$ cat src/umpc_consts.svh
`ifndef UMPC_CONSTS_SVH
`define UMPC_CONSTS_SVH
// ***********************************************
// register offsets inside one channel window
// ***********************************************
`define UMPC_OFF_MCR   5'h00
`define UMPC_OFF_DMA   5'h04
`define UMPC_OFF_STAT  5'h08
`define UMPC_OFF_MASK  5'h0c
`define UMPC_OFF_PINS  5'h10
// address bit that selects channel b
`define UMPC_CHAN_BIT  5
// ***********************************************
// field positions
// ***********************************************
`define UMPC_MCR_RTS   1
`define UMPC_MCR_OUT2  3
`define UMPC_MCR_LOOP  4
`define UMPC_DMA_MODE  8
`define UMPC_EV_RING   0
`define UMPC_EV_RXAV   1
// ***********************************************
// reset values
// ***********************************************
`define UMPC_MCR_RST   3'h0
`define UMPC_TRIG_RST  8'h01
`define UMPC_MASK_RST  2'h0
`define UMPC_STAT_RST  2'h0
`endif

$ cat src/umpc_pkg.sv
// ***********************************************
// shared types of the modem pin control block
// ***********************************************
package umpc_pkg;
    // modem control bits kept per channel
    typedef struct packed {
        logic loop;  // local loopback
        logic out2;  // irq pin active, aux low
        logic rts;   // request to send
    } umpc_mcr_t;
    // receive dma configuration
    typedef struct packed {
        logic       mode; // 0 single, 1 block
        logic [7:0] trig; // receive trigger level
    } umpc_dma_t;
    // pins and core signals entering a channel
    typedef struct packed {
        logic       ring_n;    // ring indicator, active low
        logic       serial_in; // external receive line
        logic       tx_serial; // transmit data from core
        logic [7:0] rx_level;  // receive fifo fill level
    } umpc_pin_in_t;
    // pins and core signals leaving a channel
    typedef struct packed {
        logic irq;       // channel interrupt value
        logic irq_oe;    // interrupt pin driven
        logic aux_n;     // auxiliary output
        logic rts_n;     // request to send pin
        logic rx_core;   // serial data to receiver
        logic rx_avail_n; // receive ready pin
    } umpc_pin_out_t;
    // receive ready state
    typedef enum logic [1:0] {
        UMPC_ST_IDLE = 2'b01,
        UMPC_ST_HOLD = 2'b10
    } umpc_rx_st_t;
endpackage

$ cat src/umpc_chan.sv
`timescale 1ns/1ns
`include "umpc_consts.svh"
// ***********************************************
// pin logic of one channel
// ***********************************************
module umpc_chan
    import umpc_pkg::*;
(
    input  wire logic          pclk,
    input  wire logic          presetn,
    input  wire logic          soft_rst,  // master reset, decoded
    input  wire umpc_mcr_t     modem_ctrl_reg,       // modem control bits
    input  wire umpc_dma_t     dma,       // dma configuration
    input  wire umpc_pin_in_t  pin_in,    // channel inputs
    input  wire logic          irq_pend,  // unmasked status pending
    output umpc_pin_out_t      pin_out,   // channel outputs
    output logic [1:0]         ev         // event pulses
);
    logic        ring_q;    // last ring level
    logic        avail_q;   // last receive ready
    umpc_rx_st_t st_q;      // receive ready state
    umpc_rx_st_t st_d;
    logic        any_char;  // at least one character
    logic        at_trig;   // trigger level reached
    logic        avail;     // receive ready, active high

    // ***********************************************
    // receive ready decode
    // ***********************************************
    assign any_char = pin_in.rx_level != 8'h00;
    assign at_trig  = any_char && (pin_in.rx_level >= dma.trig);
    // mode 0 any char, mode 1 trigger then hold till empty
    // block mode asserts on the trigger edge itself, then holds while not empty
    assign avail = dma.mode ? (at_trig || (any_char && (st_q == UMPC_ST_HOLD)))
                            : any_char;

    // block mode state
    always_comb begin
        st_d = st_q;
        unique case (st_q)
            UMPC_ST_IDLE: if (at_trig) st_d = UMPC_ST_HOLD;
            UMPC_ST_HOLD: if (!any_char) st_d = UMPC_ST_IDLE;
            default:      st_d = UMPC_ST_IDLE;
        endcase
    end

    // state and edge history
    always_ff @(posedge pclk or negedge presetn) begin
        if (!presetn) begin
            st_q    <= UMPC_ST_IDLE;
            ring_q  <= 1'b1;
            avail_q <= 1'b0;
        end else if (soft_rst) begin
            st_q    <= UMPC_ST_IDLE;
            ring_q  <= 1'b1;
            avail_q <= 1'b0;
        end else begin
            st_q    <= st_d;
            ring_q  <= pin_in.ring_n;
            avail_q <= avail;
        end
    end

    // ***********************************************
    // events and pins
    // ***********************************************
    // ring line going back to one
    assign ev[`UMPC_EV_RING] = pin_in.ring_n & ~ring_q;
    // receive ready newly asserted
    assign ev[`UMPC_EV_RXAV] = avail & ~avail_q;

    assign pin_out.irq        = irq_pend;
    assign pin_out.irq_oe     = modem_ctrl_reg.out2;
    assign pin_out.aux_n      = ~modem_ctrl_reg.out2;
    assign pin_out.rts_n      = ~modem_ctrl_reg.rts;
    // loopback ignores the external line
    assign pin_out.rx_core    = modem_ctrl_reg.loop ? pin_in.tx_serial : pin_in.serial_in;
    assign pin_out.rx_avail_n = ~avail;
endmodule // umpc_chan

$ cat src/umpc_top.sv
// Local design decisions: the placing of the registers and the APB slave port.
`timescale 1ns/1ns
`include "umpc_consts.svh"
// Behaviour
// - bit three set: irq driven, aux low
// - bit three clear: irq released, aux high
// - bus mode high: master reset active high
// - bus mode low: master reset active low
// - ring line rising raises enabled interrupt
// - bit one set drives request low
// - request to send high after reset
// - loopback feeds transmit data to receiver
// - receive ready low when characters wait, in mode 1 once trigger reached
// - receive ready high when empty, or below trigger in mode 1 before hold
// - receive ready serves both dma modes
module umpc_top
    import umpc_pkg::*;
#(
    parameter int ADDR_W = 8  // apb address width
) (
    input  wire logic              pclk,
    input  wire logic              presetn,
    // ***********************************************
    // apb slave
    // ***********************************************
    input  wire logic [ADDR_W-1:0] paddr,
    input  wire logic              psel,
    input  wire logic              penable,
    input  wire logic              pwrite,
    input  wire logic [31:0]       pwdata,
    output logic [31:0]            prdata,
    output logic                   pready,
    output logic                   pslverr,
    // ***********************************************
    // device pins
    // ***********************************************
    input  wire logic              bus_mode_sel,
    input  wire logic              master_rst,
    input  wire logic              chan_a_ring_in_n,
    input  wire logic              chan_b_ring_in_n,
    input  wire logic              chan_a_serial_in,
    input  wire logic              chan_b_serial_in,
    input  wire logic              chan_a_tx_serial,
    input  wire logic              chan_b_tx_serial,
    input  wire logic [7:0]        chan_a_rx_level,
    input  wire logic [7:0]        chan_b_rx_level,
    output logic                   chan_a_irq_out,
    output logic                   chan_a_irq_out_oe,
    output logic                   chan_b_irq_out,
    output logic                   chan_b_irq_out_oe,
    output logic                   chan_a_aux_output_n,
    output logic                   chan_b_aux_output_n,
    output logic                   chan_a_send_request_n,
    output logic                   chan_b_send_request_n,
    output logic                   chan_a_rx_core,
    output logic                   chan_b_rx_core,
    output logic                   chan_a_rx_avail_n,
    output logic                   chan_b_rx_avail_n,
    output logic                   irq
);
    // ***********************************************
    // declarations
    // ***********************************************
    localparam int NCH = 2;          // channel count

    logic          soft_rst;         // decoded master reset
    logic          ch_sel;           // addressed channel
    logic [4:0]    off;              // offset in window
    logic          hi_zero;          // upper address clear
    logic          off_ok;           // offset is mapped
    logic          hit;              // mapped access
    logic          setup_rd;         // read setup phase
    logic          acc;              // access phase edge
    logic          wr;               // write takes effect
    logic          rd;               // read completes
    logic [31:0]   rd_val;           // selected read data
    logic [31:0]   prdata_q;         // registered read data

    umpc_mcr_t     mcr_q  [NCH];     // modem control
    umpc_dma_t     dma_q  [NCH];     // dma configuration
    logic [1:0]    stat_q [NCH];     // sticky events
    logic [1:0]    mask_q [NCH];     // event mask
    umpc_pin_in_t  pin_in [NCH];     // channel inputs
    umpc_pin_out_t pin_out[NCH];     // channel outputs
    logic [1:0]    ev     [NCH];     // event pulses
    logic          pend   [NCH];     // channel interrupt
    logic [31:0]   ch_rd  [NCH];     // per channel read

    // ***********************************************
    // master reset polarity
    // ***********************************************
    // pin polarity follows the bus mode select
    assign soft_rst = bus_mode_sel ? master_rst : ~master_rst;

    // ***********************************************
    // apb decode
    // ***********************************************
    assign ch_sel  = paddr[`UMPC_CHAN_BIT];
    assign off     = paddr[4:0];
    assign hi_zero = (paddr >> (`UMPC_CHAN_BIT + 1)) == '0;
    assign off_ok  = (off == `UMPC_OFF_MCR)  ||
                     (off == `UMPC_OFF_DMA)  ||
                     (off == `UMPC_OFF_STAT) ||
                     (off == `UMPC_OFF_MASK) ||
                     (off == `UMPC_OFF_PINS);
    assign hit      = hi_zero && off_ok;
    assign setup_rd = psel && !penable && !pwrite;
    assign acc      = psel && penable;
    assign wr       = acc && pwrite && hit;
    assign rd       = acc && !pwrite && hit;

    // zero wait states, error on unmapped address
    assign pready  = 1'b1;
    assign pslverr = acc && !hit;
    assign prdata  = prdata_q;

    // ***********************************************
    // channel input packing
    // ***********************************************
    assign pin_in[0] = '{ring_n:    chan_a_ring_in_n,
                         serial_in: chan_a_serial_in,
                         tx_serial: chan_a_tx_serial,
                         rx_level:  chan_a_rx_level};
    assign pin_in[1] = '{ring_n:    chan_b_ring_in_n,
                         serial_in: chan_b_serial_in,
                         tx_serial: chan_b_tx_serial,
                         rx_level:  chan_b_rx_level};

    // ***********************************************
    // per channel registers and pin logic
    // ***********************************************
    for (genvar c = 0; c < NCH; c++) begin : g_ch
        logic       sel_c;   // this channel addressed
        logic       wr_mcr;  // write modem control
        logic       wr_dma;  // write dma config
        logic       wr_mask; // write mask
        logic       rd_stat; // status read, clears
        logic [1:0] stat_d;  // next status

        assign sel_c   = (ch_sel == 1'(c));
        assign wr_mcr  = wr && sel_c && (off == `UMPC_OFF_MCR);
        assign wr_dma  = wr && sel_c && (off == `UMPC_OFF_DMA);
        assign wr_mask = wr && sel_c && (off == `UMPC_OFF_MASK);
        assign rd_stat = rd && sel_c && (off == `UMPC_OFF_STAT);
        // new events win over a clearing read
        assign stat_d  = (rd_stat ? 2'h0 : stat_q[c]) | ev[c];

        // modem control and dma config
        always_ff @(posedge pclk or negedge presetn) begin
            if (!presetn) begin
                mcr_q[c] <= `UMPC_MCR_RST;
                dma_q[c] <= '{mode: 1'b0, trig: `UMPC_TRIG_RST};
            end else if (soft_rst) begin
                mcr_q[c] <= `UMPC_MCR_RST;
                dma_q[c] <= '{mode: 1'b0, trig: `UMPC_TRIG_RST};
            end else begin
                if (wr_mcr) begin
                    mcr_q[c].rts  <= pwdata[`UMPC_MCR_RTS];
                    mcr_q[c].out2 <= pwdata[`UMPC_MCR_OUT2];
                    mcr_q[c].loop <= pwdata[`UMPC_MCR_LOOP];
                end
                if (wr_dma) begin
                    dma_q[c].mode <= pwdata[`UMPC_DMA_MODE];
                    dma_q[c].trig <= pwdata[7:0];
                end
            end
        end

        // sticky status and mask
        always_ff @(posedge pclk or negedge presetn) begin
            if (!presetn) begin
                stat_q[c] <= `UMPC_STAT_RST;
                mask_q[c] <= `UMPC_MASK_RST;
            end else if (soft_rst) begin
                stat_q[c] <= `UMPC_STAT_RST;
                mask_q[c] <= `UMPC_MASK_RST;
            end else begin
                stat_q[c] <= stat_d;
                if (wr_mask) begin
                    mask_q[c] <= pwdata[1:0];
                end
            end
        end

        // ring event reaches pin only when enabled
        assign pend[c] = |(stat_q[c] & mask_q[c]);

        // per channel read data
        assign ch_rd[c] =
            (off == `UMPC_OFF_MCR)  ? {27'h0, mcr_q[c].loop, mcr_q[c].out2, 1'b0,
                                       mcr_q[c].rts, 1'b0} :
            (off == `UMPC_OFF_DMA)  ? 32'(dma_q[c]) :
            (off == `UMPC_OFF_STAT) ? 32'(stat_q[c]) :
            (off == `UMPC_OFF_MASK) ? 32'(mask_q[c]) :
            (off == `UMPC_OFF_PINS) ? 32'({bus_mode_sel,
                                          pin_out[c].rx_avail_n,
                                          pin_out[c].rts_n,
                                          pin_in[c].serial_in,
                                          pin_in[c].ring_n}) :
            32'h0000_0000;

        umpc_chan u_chan (
            .pclk     (pclk),
            .presetn  (presetn),
            .soft_rst (soft_rst),
            .modem_ctrl_reg      (mcr_q[c]),
            .dma      (dma_q[c]),
            .pin_in   (pin_in[c]),
            .irq_pend (pend[c]),
            .pin_out  (pin_out[c]),
            .ev       (ev[c])
        );
    end

    // ***********************************************
    // read data
    // ***********************************************
    // unmapped reads return zero
    assign rd_val = hit ? ch_rd[ch_sel] : 32'h0000_0000;

    // captured in setup so it is a flop in access
    always_ff @(posedge pclk or negedge presetn) begin
        if (!presetn) begin
            prdata_q <= 32'h0000_0000;
        end else if (setup_rd) begin
            prdata_q <= rd_val;
        end
    end

    // ***********************************************
    // output unpacking
    // ***********************************************
    assign chan_a_irq_out        = pin_out[0].irq;
    assign chan_a_irq_out_oe     = pin_out[0].irq_oe;
    assign chan_b_irq_out        = pin_out[1].irq;
    assign chan_b_irq_out_oe     = pin_out[1].irq_oe;
    assign chan_a_aux_output_n   = pin_out[0].aux_n;
    assign chan_b_aux_output_n   = pin_out[1].aux_n;
    assign chan_a_send_request_n = pin_out[0].rts_n;
    assign chan_b_send_request_n = pin_out[1].rts_n;
    assign chan_a_rx_core        = pin_out[0].rx_core;
    assign chan_b_rx_core        = pin_out[1].rx_core;
    assign chan_a_rx_avail_n     = pin_out[0].rx_avail_n;
    assign chan_b_rx_avail_n     = pin_out[1].rx_avail_n;

    // level interrupt, any channel unmasked
    assign irq = pend[0] | pend[1];
endmodule // umpc_top

$ cat config.mk
export PLATFORM = sky130hd
export DESIGN_NAME = umpc_top
export DESIGN_NICKNAME = d
export VERILOG_FILES = /design/src/umpc_pkg.sv /design/src/umpc_chan.sv /design/src/umpc_top.sv
export VERILOG_INCLUDE_DIRS = /design/src
export SDC_FILE = /design/constraint.sdc
export NUM_CORES = 1
export LEC_CHECK = 0
export BUFFER_PORTS_ARGS = -buffer_cell sky130_fd_sc_hd__buf_4
export CORE_ASPECT_RATIO = 0.5
export CORE_UTILIZATION = 50
export CTS_CLUSTER_SIZE = 25
export DETAILED_ROUTE_END_ITERATION = 8
export PLACE_DENSITY = 0.81
export SKIP_CTS_REPAIR_TIMING = 1
export SYNTH_ARGS = -nofsm -noshare
export SYNTH_HDL_FRONTEND = slang
export SYNTH_SLANG_ARGS = --single-unit
$ cat constraint.sdc
create_clock -name pclk -period 2.9 [get_ports pclk]
set_clock_uncertainty 0.1 [all_clocks]
set_input_delay 0.145 -clock pclk [delete_from_list [all_inputs] [get_ports pclk]]
set_output_delay 0.145 -clock pclk [all_outputs]
set_load 0.01 [all_outputs]
Yosys cells after proc, flatten, opt, wreduce, memory -nomap -nowiden
Index checks and enable logic that the tools add are counted.
{ "op_classes": {"reduce_logical": 48, "bitwise_logic": 22, "n_div": 0, "muxes": 47, "n_lt_le_gt_ge": 3, "eq_ne": 12, "addsub": 0, "mul": 0, "n_shift": 0} }
{ "op_table": {"columns": ["cell", "n"], "rows": [
  ["32-bit two-way mux", 3],
  ["9-bit two-way mux", 9],
  ["5-bit two-way mux", 6],
  ["2-bit two-way mux", 14],
  ["1-bit logical AND", 25],
  ["8-bit >= comparator", 2],
  ["8-bit nonzero test", 2],
  ["3-bit two-way mux", 4],
  ["1-bit inverter", 12],
  ["2-bit nonzero test", 6],
  ["5-bit by 4-bit == test with 1-bit output (second input constant)", 2],
  ["1-bit two-way mux", 9],
  ["8-bit logical NOT", 1],
  ["2-bit one-hot mux with 2 select lines", 2],
  ["1-bit logical OR", 6],
  ["3-bit by 2-bit != test with 1-bit output (second input constant)", 2],
  ["5-bit by 3-bit == test with 1-bit output (second input constant)", 1],
  ["5-bit == test (second input constant)", 1],
  ["5-bit logical NOT", 1],
  ["1-bit bitwise AND", 4],
  ["2-bit bitwise AND", 2],
  ["2-bit by 1-bit == test with 1-bit output (second input constant)", 2],
  ["2-bit == test (second input constant)", 2],
  ["2-bit OR", 2],
  ["other kinds (8)", 12]
]} }
{ "totals": {"in_bits": 69, "latch_bits": 0, "n_memories": 0, "reg_bits": 72, "ram_bits": 0, "output_inout_bits": 47, "romBits": 0, "word_cells": 153} }

Logic depth before layout (Yosys ltp)
Gate-level depths: netlist (run 1).
{ "depth": {"ltp_word": 14, "mapped_depth": 7} }

Hierarchy
From an unflattened synthesis (run 1), not the netlist that was laid out.
{ "unflattened": {"cells_unflattened": 355, "hier_area_um2": 3250.6} }
{ "modules_own_cells": {"columns": ["mod", "cells_per_inst", "n_inst", "area_per_inst_um2", "seq_area_each_um2"], "rows": [
  ["umpc_top", 255, 1, 2342.2, 1028.5],
  ["umpc_chan", 50, 2, 454.2, 102.6]
]} }

Least setup slack after synthesis (run 1)
OpenSTA, ideal clock, no wires.
{ "synth_path": {"path_type": "flip-flop to flip-flop", "from": "register dma_q[2] in the netlist's numbering", "to": "register prdata_q[3] (netlist: prdata[3])", "synth_period_minus_slack_ns": 2.084, "setup_time_ns": 0.099, "required_ns": 2.701, "path_buffers": 0, "path_stages_with_launch": 8, "arrival_time_ns": 1.884, "path_slack_ns": 0.816, "path_cell_list": "dfrtp_1 -> inv_1 -> ha_1 -> a211oi_1 -> o21ai_0 -> a2111oi_0 -> nor2_1 -> a311oi_1"} }
{ "synth_via": {"elab_chain_len": 14} }
{ "synth_lines": {"columns": ["element", "line_no", "source"], "rows": [
  ["start: declaration", "umpc_top.sv:80", "umpc_dma_t dma_q [NCH];"],
  ["start signal: indexed assignment", "umpc_top.sv:152", "dma_q[c] <= '{mode: 1'b0, trig: `UMPC_TRIG_RST};"],
  ["start signal: indexed assignment", "umpc_top.sv:155", "dma_q[c] <= '{mode: 1'b0, trig: `UMPC_TRIG_RST};"],
  ["8-bit >= comparator", "umpc_chan.sv:31", "assign at_trig = any_char && (pin_in.rx_level >= dma.trig);"],
  ["1-bit logical AND", "umpc_chan.sv:31", null],
  ["1-bit logical OR", "umpc_chan.sv:34", "assign avail = dma.mode ? (at_trig || (any_char && (st_q == UMPC_ST_HOLD)))"],
  ["1-bit two-way mux", "umpc_chan.sv:34", null],
  ["1-bit inverter", "umpc_chan.sv:78", "assign pin_out.rx_avail_n = ~avail;"],
  ["5-bit two-way mux", "umpc_top.sv:195", "(off == `UMPC_OFF_PINS) ? 32'({bus_mode_sel,"],
  ["5-bit two-way mux", "umpc_top.sv:194", "(off == `UMPC_OFF_MASK) ? 32'(mask_q[c]) :"],
  ["5-bit two-way mux", "umpc_top.sv:193", "(off == `UMPC_OFF_STAT) ? 32'(stat_q[c]) :"],
  ["9-bit two-way mux", "umpc_top.sv:192", "(off == `UMPC_OFF_DMA) ? 32'(dma_q[c]) :"],
  ["9-bit two-way mux", "umpc_top.sv:190", "(off == `UMPC_OFF_MCR) ? {27'h0, mcr_q[c].loop, mcr_q[c].out2, 1'b0,"],
  ["9-bit two-way mux (not written as such)", "umpc_top.sv:219", "assign rd_val = hit ? ch_rd[ch_sel] : 32'h0000_0000;"],
  ["32-bit two-way mux (not written as such) (2 in a row)", "umpc_top.sv:219", null],
  ["32-bit two-way mux", "umpc_top.sv:219", null],
  ["end signal: assignment", "umpc_top.sv:226", "prdata_q <= rd_val;"],
  ["end: declaration", "umpc_top.sv:77", "logic [31:0] prdata_q;"]
]} }
Every way passes these cells. The select of a mux whose other input is x is not followed.
A chain may end at the register's enable or synchronous reset.

Final worst setup path (run 1)
{ "layout_path": {"from": "register dma_q[9] in the netlist's numbering", "to": "output chan_a_rx_avail_n"} }
{ "layout_via": {"elab_chain_len": 5} }
{ "layout_lines": {"columns": ["element", "line_no", "source"], "rows": [
  ["8-bit >= comparator", "umpc_chan.sv:31", null],
  ["1-bit logical AND", "umpc_chan.sv:31", null],
  ["1-bit logical OR", "umpc_chan.sv:34", null],
  ["1-bit two-way mux", "umpc_chan.sv:34", null],
  ["1-bit inverter", "umpc_chan.sv:78", null],
  ["end: declaration", "umpc_top.sv:57", "output logic chan_a_rx_avail_n,"]
]} }
Every way passes these cells.

==> out/summary.txt, run 1 <==
Ports: 116
Gr ovfl total: 0
Hold wc startpoint: pwdata[5]
Top_reg_cell synth: dfrtp_1
WHS Path Cells: 3
Setup tns final: 0 ns
CTS clk-pin slew, worst paths: 0.06 ns
R2R cell count: 6
Async set or reset register ratio after synthesis: 1.00
Wire length on met1: 3610 um
Met3 Routed Length: 671 um
1st-iter DRT viols: 137
Final period util: 0.899
Seq cells post-synth: 49
CTS tree: yes
Clk Latency, worst-skew pair: 0.29 ns
Leak: 1.79 nW
Tot Pwr: 1.52 mW
Crit end category: output pin
RSZ-0062 raised after global routing: false
Initial core utilization: 0.522
Number of library cell types mapped by synthesis: 59
Fin. Hold Viols: 0
# nets final: 513
Largest cells by area after synthesis: dfrtp_1 34%, ha_1 6.3%, buf_4 5.6%
Worst-path fanout max: 3
Critical path type: reg -> out
Reg-to-reg endpoint: prdata[3]
Buf/Inv on CP: 1
Routed wl met2: 3440 um
Syn Std Cell Area: 3200 sq um
Routability cong.: 0.895
Clock tree buffer depth: 2
Non-filler cells, final: 517
Yosys Warn Count: 0
Largest net degree at the start of global routing: 50
# DRC: 0
Area Growth Syn to Fin: 20.6%
H-tree depth: 2
Dpl ws: 0.546 ns
Vias in the first global route: 2517
Core area: 6130 sq um
Crit-path leading delay family: compound AO/OA/AOI/OAI gates
Number of antenna violations at the first check in global routing: 0
Final ANT Viol Nets: 0
Final Worst Setup Slack: 0.292 ns
Full die area: 6750 sq um
Final count of negative-setup-slack endpoints: 0
Worst setup SP type: flop
Pre-Repair DR Iteration Count: 5
Pwr per Cell Area: 395 nW/um^2
Dpl cells: 506
Die width: 115 um
Sequential area share after synthesis: 0.385
# rows: 20
Status: completed
Mapped Cells: 363
Post-DR vias/cell: 5.54
Hold endpoint: dma_q[5]
VDD IR max: 226 uV
WL per Instance: 15.1 um
Tmin final: 2.61 ns
Input/output buffers: 68
Gr usage total: 0.241
Maxcap violations: 0
Top sig layer: met4
First-pass GRT wire length: 12300 um
Slew Viols, Final: 0
Post-synth EDFFs: 0
Yosys top cell area share: 0.336
CP Cell Sequence: ha_1 > nand2b_1 > a2111o_1 > a211oi_1 > a21o_1 > buf_4
Root Buffer: clkbuf_16
Vias: 2866
Reg2Reg Launch Point: dma_q[9]
Flop-to-flop setup slack: 0.62 ns
Fmax: 0.383 GHz
Syn avg cell area: 8.82 sq um
Crit path arrival time: 2.36 ns
TritonCTS Buffers: 5
Worst Path Required: 2.65 ns
Diode count: 0
Clock sink count: 49
HPWL after detailed placement: 5880 um
Tightest Pin Transition: 0.766 ns
Routed wire length: 7810 um
Ratio of cells with drive above 1 in the final layout: 0.233
Max_slew headroom: 0.486
Crit-path slowest cell: dfstp_2
Yosys top cell by area: dfrtp_1
Vert. Die Dim: 58.6 um
HP Class: in -> reg
CP max stage delay: 0.55 ns
==> metal layers <==
metal	global-route usage	vias to the layer above
li1	-	1373
met1	0.339	1353
met2	0.389	129
met5	0	-
met3	0.0536	11
met4	0.0445	0
==> worst register-to-register path, cell delays in order (launching register included) <==
cell	delay, ns
dfstp_2	0.55
ha_1	0.22
nand2b_1	0.14
a2111o_1	0.43
a211oi_1	0.40
a211oi_1	0.13
a311oi_1	0.22
==> metrics by stage <==
stage / area (sq um) / utilization / hold WS, ns
3_5_place_dp: 3690 / 0.602 / 0.0995
5_1_grt: 3860 / 0.630 / 0.0195
6_report: 3860 / 0.630 / 0.00727
3_3_place_gp: 3690 / 0.602 / 0.101
4_1_cts: 3830 / 0.625 / -0.205
2_1_floorplan: 3280 / - / -0.251
==> cells in the final DEF, fill, tap and decap left out, types with 3 or more instances in the layout <==
master / netlist / layout
nand2_1: 42 / 42
clkbuf_16: 0 / 5
nor3_1: 6 / 6
buf_4: 24 / 72
nor4_1: 5 / 5
mux2_2: 4 / 4
o21ai_0: 20 / 20
a21oi_1: 29 / 29
nand3_1: 12 / 12
mux2i_1: 16 / 16
nor2b_1: 4 / 4
inv_1: 23 / 23
dlygate4sd3_1: 0 / 3
dfrtp_1: 43 / 43
nand2b_1: 12 / 12
conb_1: 2 / 24
o21ai_1: 9 / 9
a22o_1: 4 / 4
a221oi_1: 4 / 4
dfstp_2: 6 / 6
a211oi_1: 4 / 4
nor2_1: 17 / 17
nor2_2: 3 / 3
ha_1: 16 / 16
and3_1: 3 / 3
==> cell families (layout without fill, tap and decap cells) <==
family / count (synthesis) / count (layout) / synth area share
xor gates and xnor gates: 2 / 2 / 0.00547
adders and majority gates: 16 / 16 / 0.0625
buffers and inverters: 62 / 106 / 0.106
muxes: 20 / 20 / 0.0641
AOI/OAI and AO/OA: 92 / 92 / 0.180
other: 2 / 24 / 0.00235
DFF: 49 / 49 / 0.385
and+or+nand+nor: 120 / 120 / 0.195
==> registers in the layout, indices dropped and copies added (netlist names) <==
register and count:
dma_q 18, g_ch.u_chan.ring_q 2, mask_q 4, g_ch.u_chan.st_q 4
stat_q 4, prdata 9, mcr_q 6, g_ch.u_chan.avail_q 2
==> cell usage after synthesis (2+ instances only) <==
cell type	count
nand2b_1	12
or2_2	2
buf_4	24
nand2_1	42
or4_1	2
a21o_1	2
o21ai_1	9
a211oi_1	4
a221oi_1	4
o41ai_1	2
o21a_1	2
a32oi_1	2
nor3_1	6
nand3_1	12
o21ai_0	20
dfstp_2	6
buf_6	2
a21oi_1	29
mux2i_1	16
a22o_1	4
nor2_2	3
inv_1	23
nor4_1	5
nor2_1	17
conb_1	2
ha_1	16
nor2b_1	4
nand4_1	2
clkbuf_1	11
and3_1	3
a31oi_1	2
mux2_2	4
dfrtp_1	43
==> layout make-up <==
type,instances,area [sq um]
well taps,88,110
multi-input cells,274,1720
inverters,23,86.3
clock inverters,1,7.51
fillers,538,2270
clock buffers,7,133
repair buffers,75,571
flip-flops and latches,49,1230
==> report_power, final <==
part | switching [mW] | internal [mW] | leakage (nW)
sequential | 0.0128 | 0.713 | 0.653
clock | 0.248 | 0.321 | 0.0641
combinational | 0.132 | 0.0984 | 1.07
==> worst max-delay path by stage <==
stage	slack [ns]	end	depth (start not counted)	start
after detailed placement	0.55	prdata[3]	6	paddr[4]
after floorplan	0.82	prdata[3]	7	dma_q[2]
final	0.29	chan_a_rx_avail_n	6	dma_q[9]
after global placement	0.55	prdata[3]	6	paddr[4]
after CTS	0.31	chan_a_rx_avail_n	6	dma_q[9]
after global routing	0.12	chan_b_rx_avail_n	9	dma_q[2]
Power figures use the tool's default switching activity.
==> run 2, diff against run 1 <==
- BUFFER_PORTS_ARGS: -buffer_cell sky130_fd_sc_hd__buf_4 -> unset
- CORE_UTILIZATION: 50 -> 64
- DONT_BUFFER_PORTS: unset -> 1
- PLACE_DENSITY: 0.81 -> 0.8
==> run 2 against run 1 <==
Effect of this change: global-route usage is 6.9 points higher; clock power fell by 28%; total power down 13%; first-iteration DRC count grew 48%; die area shrank 21%; count of clock-buffer cells in the layout increased by 1; sequential share of layout area rose by 4.2 points; worst setup slack gained 0.033 ns; routed wire length increased by 0.95%; largest cell class unchanged; highest routed layer unchanged.
==> out/summary.txt, run 2 (synthesized netlist as in run 1, its figures left out) <==
Status: completed
HPWL after detailed placement: 5930 um (+0.83%)
Worst Path Required: 2.65 ns (about the same)
Final period util: 0.888 (-0.0114)
Ratio of cells with drive above 1 in the final layout: 0.0858 (-0.147)
Vert. Die Dim: 52.0 um (-11%)
Most frequent cells in the layout: 43 x dfrtp_1, 42 x nand2_1, 29 x a21oi_1
Vias: 2762 (-3.6%)
Routability cong.: 1.05 (+17%)
TritonCTS Buffers: 5 (unchanged)
Maxcap violations: 0 (unchanged)
Full die area: 5310 sq um (-21%)
VDD IR max: 229 uV (+1.1%)
WHS Path Cells: 3 (unchanged)
Routed wire length: 7880 um (+0.95%)
Slew Viols, Final: 0 (unchanged)
Min Hold Slack: 0.000332 ns (-0.00694 ns)
Pre-Repair DR Iteration Count: 6 (+1)
1st-iter DRT viols: 203 (+48%)
Fill count: 345 (-36%)
GRT met3 Usage: 0.113 (+0.0594)
Root Buffer: clkbuf_8
R2R cell count: 8 (+2)
Met2 usage: 0.512 (+0.123)
Largest register by flop count: dma_q
Area after DPL: 3140 sq um (-15%)
Tmin final: 2.57 ns (-0.0331 ns)
GR Util met1: 0.398 (+0.0592)
Most common cell after layout, fill and taps aside: dfrtp_1
Worst setup SP type: flop
Max_slew headroom: 0.450 (-0.0359)
Final ANT Viol Nets: 0 (unchanged)
Post-route cell area: 3410 sq um (-12%)
Worst-path fanout max: 3 (unchanged)
Clk Latency, worst-skew pair: 0.30 ns (about the same)
Gr usage total: 0.310 (+0.0692)
H-tree depth: 2 (unchanged)
# nets final: 457 (-11%)
Clock tree buffer depth: 2 (unchanged)
# rows: 17 (-15%)
Initial core utilization: 0.697 (+0.175)
Input/output buffers: 0 (-100%)
Largest net degree at the start of global routing: 50 (unchanged)
Setup tns final: 0 ns (unchanged)
Vias in the first global route: 2580 (+2.5%)
RSZ-0062 raised after global routing: false
Gr busiest metal: met2
Fin. Hold Viols: 0 (unchanged)
Post-DR vias/cell: 6.29 (+13%)
Critical path type: reg -> out
Crit end category: output pin
CTS clk-pin slew, worst paths: 0.08 ns (+0.02 ns)
Diode count: 0 (unchanged)
HP Class: in -> reg
Gr ovfl total: 0 (unchanged)
Leak: 1.49 nW (-17%)
Max FFs per register: 18 (unchanged)
Ports: 116 (unchanged)
First-pass GRT wire length: 12300 um (-0.45%)
CTS tree: yes
Number of antenna violations at the first check in global routing: 0 (unchanged)
Fmax: 0.388 GHz (+1.3%)
Pwr per Cell Area: 387 nW/um^2 (-2.1%)
Final count of negative-setup-slack endpoints: 0 (unchanged)
Core area: 4590 sq um (-25%)
Crit path arrival time: 2.33 ns (-0.03 ns)
Clock sink count: 49 (unchanged)
WL per Instance: 17.9 um (+19%)
Tightest Pin Transition: 0.825 ns (+0.0597 ns)
# DRC: 0 (unchanged)
Die width: 102 um (-11%)
Area Growth Syn to Fin: 6.56%
Tot Pwr: 1.32 mW (-13%)
## run 2: final cells by class
type / instances / area, sq um / share of cell area
sequential: 49 / 1230 / 0.362
tap: 66 / 82.6 / 0.0242
inverter: 23 / 86.3 / 0.0253
timing repair buffer: 19 / 200 / 0.0587
multi-input combinational: 274 / 1720 / 0.504
clock buffer: 8 / 90.1 / 0.0264
## run 2: worst paths after layout
kind	from	to	slack [ns]
min in group asynchronous	presetn	dma_q[14]	0.26
max reg2reg	dma_q[2]	prdata[3]	0.57
max in group asynchronous	presetn	g_ch[1].u_chan.ring_q	2.15
min reg2reg	g_ch[0].u_chan.avail_q	stat_q[3]	0.35
max	dma_q[2]	chan_b_rx_avail_n	0.33
min	chan_a_rx_level[2]	g_ch[0].u_chan.st_q[0]	0.0003
## run 2: routing by layer
metal	wire (um)	up-vias
li1	-	1256
met1	3250	1329
met2	3670	164
met3	903	13
met4	56	0
met5	0	-
## run 2: report_power, final
part           internal, mW  switching, mW  leakage (nW)  total [mW]
clock                 0.195          0.217        0.0455       0.412
combinational        0.0726          0.110         0.792       0.182
sequential            0.712         0.0135         0.653       0.725
total                 0.979          0.340          1.49        1.32
## run 2: worst max-delay path, stage by stage (launching register included)
cell       delay [ns]
dfrtp_1          0.39
inv_1            0.06
ha_1             0.28
a211oi_1         0.22
o21ai_0          0.14
a2111oi_0        0.52
buf_4            0.22
nor2_1           0.07
inv_1            0.13
## run 2: stage by stage
stage / std cells / util / setup slack, ns
after floorplan: 385 / - / 0.816
after global placement: 415 / 0.684 / 0.656
after detailed placement: 415 / 0.684 / 0.615
after CTS: 423 / 0.704 / 0.360
after global routing: 439 / 0.743 / 0.191
final: 439 / 0.743 / 0.325
